**src/pcs_pkg.sv**
```systemverilog
package pcs_pkg;
   localparam int PCS_PC_W        = 10;
   localparam int PCS_INSN_W      = 12;
   localparam int PCS_DATA_W      = 8;
   localparam int PCS_JUMP_LSB    = 0;
   localparam int PCS_JUMP_MSB    = 8;
   localparam int PCS_PAGE_BIT    = 5;
   localparam int PCS_PC_PAGE_POS = 9;
   localparam int PCS_PC_B8_POS   = 8;
   localparam logic [9:0] PCS_PC_RESET = 10'h3ff;
   localparam logic [7:0] PCS_LOW_RESET = 8'hff;
   localparam logic [7:0] PCS_STATUS_RESET = 8'h00;
   localparam logic [9:0] PCS_STACK_RESET = 10'h000;
   localparam int PCS_BRANCH_CYCLES = 2;

   typedef enum logic [4:0] {
      PCS_OP_NONE  = 5'h01,
      PCS_OP_JUMP  = 5'h02,
      PCS_OP_CALL  = 5'h04,
      PCS_OP_RET   = 5'h08,
      PCS_OP_LOWWR = 5'h10
   } pcs_op_t;

   typedef enum logic [1:0] {
      PCS_ST_RUN   = 2'h1,
      PCS_ST_FLUSH = 2'h2
   } pcs_state_t;
endpackage

```
**src/pcs_stack_if.sv**
```systemverilog
`timescale 1ns/1ps
interface pcs_stack_if;
   logic       push;
   logic       pop;
   logic [9:0] push_data;
   logic [9:0] top;
   modport core (output push, output pop, output push_data, input top);
   modport mem  (input push, input pop, input push_data, output top);
endinterface

```
**src/pcs_return_stack.sv**
```systemverilog
`timescale 1ns/1ps
module pcs_return_stack
   import pcs_pkg::*;
(
   input  wire logic  clock,
   input  wire logic  srst,
   pcs_stack_if.mem   port
);
   typedef struct packed {
      logic [9:0] level1;
      logic [9:0] level2;
   } pcs_stack_state_t;

   pcs_stack_state_t state;
   pcs_stack_state_t next_state;

   always_comb begin
      next_state = state;
      if (port.push) begin
         next_state.level2 = state.level1;
         next_state.level1 = port.push_data;
      end else if (port.pop) begin
         next_state.level1 = state.level2;
      end
   end

   always_ff @(posedge clock) begin
      if (srst) begin
         state <= '{level1: PCS_STACK_RESET, level2: PCS_STACK_RESET};
      end else begin
         state <= next_state;
      end
   end

   assign port.top = state.level1;
endmodule

```
**src/pcs_sequencer.sv**
```systemverilog
`timescale 1ns/1ps
module pcs_sequencer
   import pcs_pkg::*;
(
   input  wire logic                    clock,
   input  wire logic                    srst,
   input  wire logic [PCS_INSN_W-1:0]   insn,
   input  wire pcs_op_t                 op,
   input  wire logic [PCS_DATA_W-1:0]   low_write_data,
   input  wire logic                    status_write,
   input  wire logic [PCS_DATA_W-1:0]   status_write_data,
   output logic      [PCS_PC_W-1:0]     fetch_addr,
   output logic      [PCS_DATA_W-1:0]   counter_low_byte,
   output logic      [PCS_DATA_W-1:0]   status_page_bits,
   output logic                         flush
);
   typedef struct packed {
      logic [PCS_PC_W-1:0]   pc;
      logic [PCS_DATA_W-1:0] status;
      pcs_state_t            st;
   } pcs_seq_state_t;

   // Counter, status copy and branch phase, registered together
   pcs_seq_state_t state;
   pcs_seq_state_t next_state;

   // Two-level return stack behind calls and returns
   pcs_stack_if    stack ();

   // Per-cycle decode shared by the next-state logic
   logic                  page_bit;
   logic                  in_flush;
   logic                  op_taken;
   logic [PCS_PC_W-1:0]   incr_pc;
   logic [PCS_PC_W-1:0]   jump_target;
   logic [PCS_PC_W-1:0]   call_target;
   logic [PCS_PC_W-1:0]   low_target;
   logic [PCS_PC_W-1:0]   return_target;

   // Plain sequential step; the top word rolls over to zero
   function automatic logic [PCS_PC_W-1:0] pcs_incr(input logic [PCS_PC_W-1:0] v);
      return PCS_PC_W'(v + 1'b1);
   endfunction

   // Jump keeps its whole nine-bit target below the page bit
   function automatic logic [PCS_PC_W-1:0] pcs_jump_load(input logic page,
                                                        input logic [PCS_JUMP_MSB:PCS_JUMP_LSB] target);
      return {page, target};
   endfunction

   // Bit eight forced low, so these loads reach only the first half page
   function automatic logic [PCS_PC_W-1:0] pcs_low_load(input logic page,
                                                       input logic [PCS_DATA_W-1:0] low);
      return {page, 1'b0, low};
   endfunction

   function automatic logic pcs_page(input logic [PCS_DATA_W-1:0] status);
      return status[PCS_PAGE_BIT];
   endfunction

   // Every operation other than none changes program flow
   function automatic logic pcs_is_branch(input pcs_op_t o);
      return (o == PCS_OP_JUMP) || (o == PCS_OP_CALL) || (o == PCS_OP_RET) || (o == PCS_OP_LOWWR);
   endfunction

   pcs_return_stack u_stack (
      .clock (clock),
      .srst  (srst),
      .port  (stack)
   );

   assign page_bit      = pcs_page(state.status);
   assign in_flush      = (state.st == PCS_ST_FLUSH);
   assign op_taken      = !in_flush && pcs_is_branch(op);
   assign incr_pc       = pcs_incr(state.pc);
   assign jump_target   = pcs_jump_load(page_bit, insn[PCS_JUMP_MSB:PCS_JUMP_LSB]);
   assign call_target   = pcs_low_load(page_bit, insn[PCS_DATA_W-1:0]);
   assign low_target    = pcs_low_load(page_bit, low_write_data);
   assign return_target = stack.top;

   always_comb begin
      stack.push      = 1'b0;
      stack.pop       = 1'b0;
      stack.push_data = incr_pc;
      next_state      = state;
      next_state.pc   = incr_pc;
      next_state.st   = PCS_ST_RUN;

      // Status write lands even beside a branch; the branch used the old page
      if (status_write) begin
         next_state.status = status_write_data;
      end

      if (in_flush) begin
         // Second cycle of a branch; the prefetched word is discarded
         next_state.st = PCS_ST_RUN;
      end else begin
         case (op)
            PCS_OP_JUMP: begin
               next_state.pc = jump_target;
            end
            PCS_OP_CALL: begin
               stack.push    = 1'b1;
               next_state.pc = call_target;
            end
            PCS_OP_RET: begin
               stack.pop     = 1'b1;
               next_state.pc = return_target;
            end
            PCS_OP_LOWWR: begin
               // Move, add and bit-set with the counter low byte as target
               next_state.pc = low_target;
            end
            default: begin
               next_state.pc = incr_pc;
            end
         endcase

         if (op_taken) begin
            next_state.st = PCS_ST_FLUSH;
         end
      end
   end

   always_ff @(posedge clock) begin
      if (srst) begin
         state.pc     <= PCS_PC_RESET;
         state.status <= PCS_STATUS_RESET;
         state.st     <= PCS_ST_RUN;
      end else begin
         state <= next_state;
      end
   end

   assign fetch_addr       = state.pc;
   assign counter_low_byte = state.pc[PCS_DATA_W-1:0];
   assign status_page_bits = state.status;
   assign flush            = in_flush;
endmodule

```
**config.mk**
```make
export PLATFORM = sky130hd
export DESIGN_NAME = pcs_sequencer
export DESIGN_NICKNAME = d
export VERILOG_FILES = /design/src/pcs_pkg.sv /design/src/pcs_stack_if.sv /design/src/pcs_return_stack.sv /design/src/pcs_sequencer.sv
export SDC_FILE = /design/constraint.sdc
export NUM_CORES = 1
export LEC_CHECK = 0
export ABC_AREA = 1
export ABC_CLOCK_PERIOD_IN_PS = 1800
export BUFFER_PORTS_ARGS = -buffer_cell sky130_fd_sc_hd__buf_2
export CAP_MARGIN = 20
export CORE_MARGIN = 5
export CORE_UTILIZATION = 43
export DETAILED_ROUTE_END_ITERATION = 12
export GPL_TIMING_DRIVEN = 0
export PLACE_DENSITY = 0.68
export SLEW_MARGIN = 40
export SYNTH_ARGS = -nofsm -noshare
export SYNTH_HDL_FRONTEND = slang
export SYNTH_SLANG_ARGS = --single-unit
```
**constraint.sdc**
```tcl
create_clock -name clock -period 1.8 [get_ports clock]
set_input_delay 0.36 -clock clock [delete_from_list [all_inputs] [get_ports clock]]
set_output_delay 0.36 -clock clock [all_outputs]
set_load 0.1 [all_outputs]
```
==> impl_summary.txt <==
----------------------------------------------------
[Synth]
  Net count of the mapped netlist ... 376
  Most instantiated cells after synthesis ... 107 x nand2_1, 45 x nand3_1, 40 x dfxtp_1, 29 x buf_4, 27 x inv_1
  Total number of yosys warnings ... 0
  Post-synthesis cell count ... 339
  Synth top area share ... 35.4%
  Area of the mapped netlist ... 2260 sq um
  Number of flip-flops and latches in the synthesized netlist ... 40
  Avg Synthesized Cell Area ... 6.67 sq um
  Ys flop type ... dfxtp_1
  Most used standard cell by instance count after synthesis ... nand2_1
  Register area share after synthesis ... 35.4%
  Largest area contributor in the synthesized netlist ... dfxtp_1
  Unique cell type count in the Yosys netlist ... 19
  FFs w/ async S/R, synth ... 0%
  Cell types occupying the most area after synthesis ... dfxtp_1 35%, nand2_1 18%, nand3_1 10%, buf_4 9.6%, inv_1 4.5%
  Post-synth EDFFs ... 0

[Min path]
  Class of the worst hold path ... in2reg

[Timing]
  Hold violation total from the final report ... 0
  Worst slew margin relative to its limit ... 67.5%
  Upper clock frequency limit ... 0.584 GHz
  Final count of pins violating max slew ... 0
  Clock skew ... 0.00478 ns
  Minimum clock period after layout ... 1.71 ns
  Post-Route Setup TNS ... 0 ns
  Unrepaired setup endpoints after global routing ... false
  Actual slew at the worst max-slew pin ... 0.491 ns
  Final worst-path cycle share ... 95.2%
  Setup violation total in the final timing report ... 0

[Floorplan]
  Height of the die ... 82.5 microns
  Die W ... 82.5 microns
  Die Area ... 6800 sq um
  Effective utilization at floorplan ... 44.2%
  Core Area ... 5110 sq um
  Count of standard-cell rows ... 26
  Number of top-level pins ... 63

[Pwr]
  Peak supply drop ... 0.000689 V
  Power density over cell area ... 1120 nW/um^2
  Leak ... 0.00142 uW

[Clock tree]
  Resized cells post-CTS ... 0
  Maximum count of clock buffers along a single path ... 2
  Root buf cell ... clkbuf_8
  Inserted Clock Buffers ... 5
  Clk pin slew, worst setup/hold paths ... 0.08 ns
  Total clock sinks ... 40
  Number of buffers inserted by post-CTS setup repair ... 0
  TritonCTS clock tree ... built
  H-Tree Depth ... 2
  Skew-Pair Late Insertion Delay ... 0.29 ns
  Cts hold-fix bufs ... 0

[Placement]
  Placement-stage cell area ... 2640 sq um
  Post-DP HPWL ... 4270 microns
  Final GP Congestion ... 0.839
  IO buf count ... 59
  Placed cell count ... 468

[Outcome]
  Outcome ... finished, final reports clean

[Route]
  Vias ... 2228
  Total DRC errors in the routed layout ... 0
  Routed Wire Length ... 5320 microns
  Drt first-iter violations ... 121
  Detailed-routing iteration count for the pre-antenna-repair pass ... 4
  Number of nets still failing antenna checks after routing ... 0
  Routed vias/inst ... 4.68
  Post-detailed-route wirelength per cell ... 11.2 microns

[Global route]
  Number of global-route vias before repair ... 2043
  Combined global-route utilization of all metal layers ... 17.2%
  Number of antenna violations at the first check in global routing ... 0
  Total global routing overflow ... 0
  Pin count of the biggest net entering global routing ... 14
  Wire length of the first global-routing pass ... 9070 microns

[Setup path]
  Type of the worst setup path ... reg2out
  Cell-by-cell trace of the critical path ... inv_1 > nor2_4 > buf_2
  Required time at the endpoint of the critical path ... 1.44 ns
  Kind of capture point of the worst setup path ... output pin
  Arrival time reported for the critical path endpoint ... 1.35 ns
  Max FO, Critical Path ... 5
  CP top delay family ... buffers and inverters
  Delay of the slowest cell on the worst path ... 0.48 ns
  Startpoint class of the critical path ... register
  Number of buffer and inverter stages on the critical path ... 2
  Slowest library cell on the worst path ... buf_2

[Finish]
  Share of post-route cells with drive strength above 1 ... 30.0%
  Final net count ... 442
  Non-filler instance count after layout ... 476
  Area Overhead vs Synth ... 21.9%
  Final design utilization ... 53.9%
  Layout Cell Area excl Fill ... 2750 sq um
  Fill cells ... 550
  Count of antenna diodes in the layout ... 0

[Flow run]
  Max-cap viol count ... 0

----------------------------------------------------
==> area by class of cell <==
cell class	count	area, sq um	share of cell area [%]
plain buffers	36	249	9.04
clock buffers	5	68.8	2.50
clock inverters	3	42.5	1.54
inverters	32	120	4.36
multi-input cells	231	1090	39.6
flip-flops and latches	40	801	29.1
well taps	70	87.6	3.18
repair buffers	59	295	10.7
==> report_power, final <==
| group | total [uW] | leakage, uW | internal [uW] | switching, uW |
|---|---|---|---|---|
| combinational | 1350 | 0.00104 | 321 | 1030 |
| sequential | 1020 | 0.000327 | 951 | 67.0 |
| clock | 730 | 0.0000541 | 410 | 320 |
| total | 3100 | 0.00142 | 1680 | 1420 |
==> through the flow <==
step	total power, uW	setup slack (ns)	hold slack, ns
3_5_place_dp	2390	0.0856	0.453
2_1_floorplan	2180	0.108	0.429
4_1_cts	3120	0.0677	0.275
6_report	3100	0.0873	0.279
3_3_place_gp	2380	0.0884	0.448
5_1_grt	3280	0.0247	0.281
==> placed cells by master (no fill, tap or decap) <==
| cell | count |
|---|---|
| nor2_1 | 26 |
| nand3_2 | 4 |
| nand4_1 | 10 |
| o21ai_0 | 10 |
| inv_1 | 27 |
| nor2_2 | 4 |
| nor2_4 | 6 |
| buf_2 | 63 |
| nand2_1 | 107 |
| nand4_2 | 1 |
| xor2_1 | 2 |
| clkinvlp_4 | 1 |
| bufinv_16 | 1 |
| dfxtp_1 | 40 |
| ha_1 | 1 |
| buf_4 | 29 |
| clkbuf_1 | 3 |
| clkinv_2 | 1 |
| nand3_1 | 45 |
| clkbuf_8 | 5 |
| a21oi_1 | 13 |
| nand2_2 | 2 |
| inv_2 | 5 |
==> registers in the layout, summed over array words and instances, names as in the netlist <==
signal	flops
status_page_bits	8
fetch_addr	10
u_stack.state	10
u_stack.port.top	10
state	2
==> final timing paths <==
check	from	slack, ns	cells past startpoint	endpoint
worst max register to register	fetch_addr[0]	0.28	8	u_stack.port.top[4]
worst min-delay path	srst	0.28	2	u_stack.port.top[1]
worst min register to register	u_stack.state[6]	0.46	2	u_stack.state[6]
worst max-delay path	state[1]	0.09	3	flush
==> routing by layer <==
metal / part of all wire, % / up-vias / GRT usage, %
li1: - / 1183 / -
met1: 47 / 966 / 22.4
met2: 45 / 72 / 29.0
met3: 6.7 / 7 / 2.93
met4: 1.3 / 0 / 5.39
met5: 0 / - / 0
==> cell families after synthesis <==
group,synth area share [%]
adder cells (fa/ha/maj),0.554
AND/OR/NAND/NOR,41.8
AO/OA/AOI/OAI,5.09
flip-flops,35.4
buffers and inverters,16.3
XOR/XNOR,0.775
(Power assumes the default switching activity.)
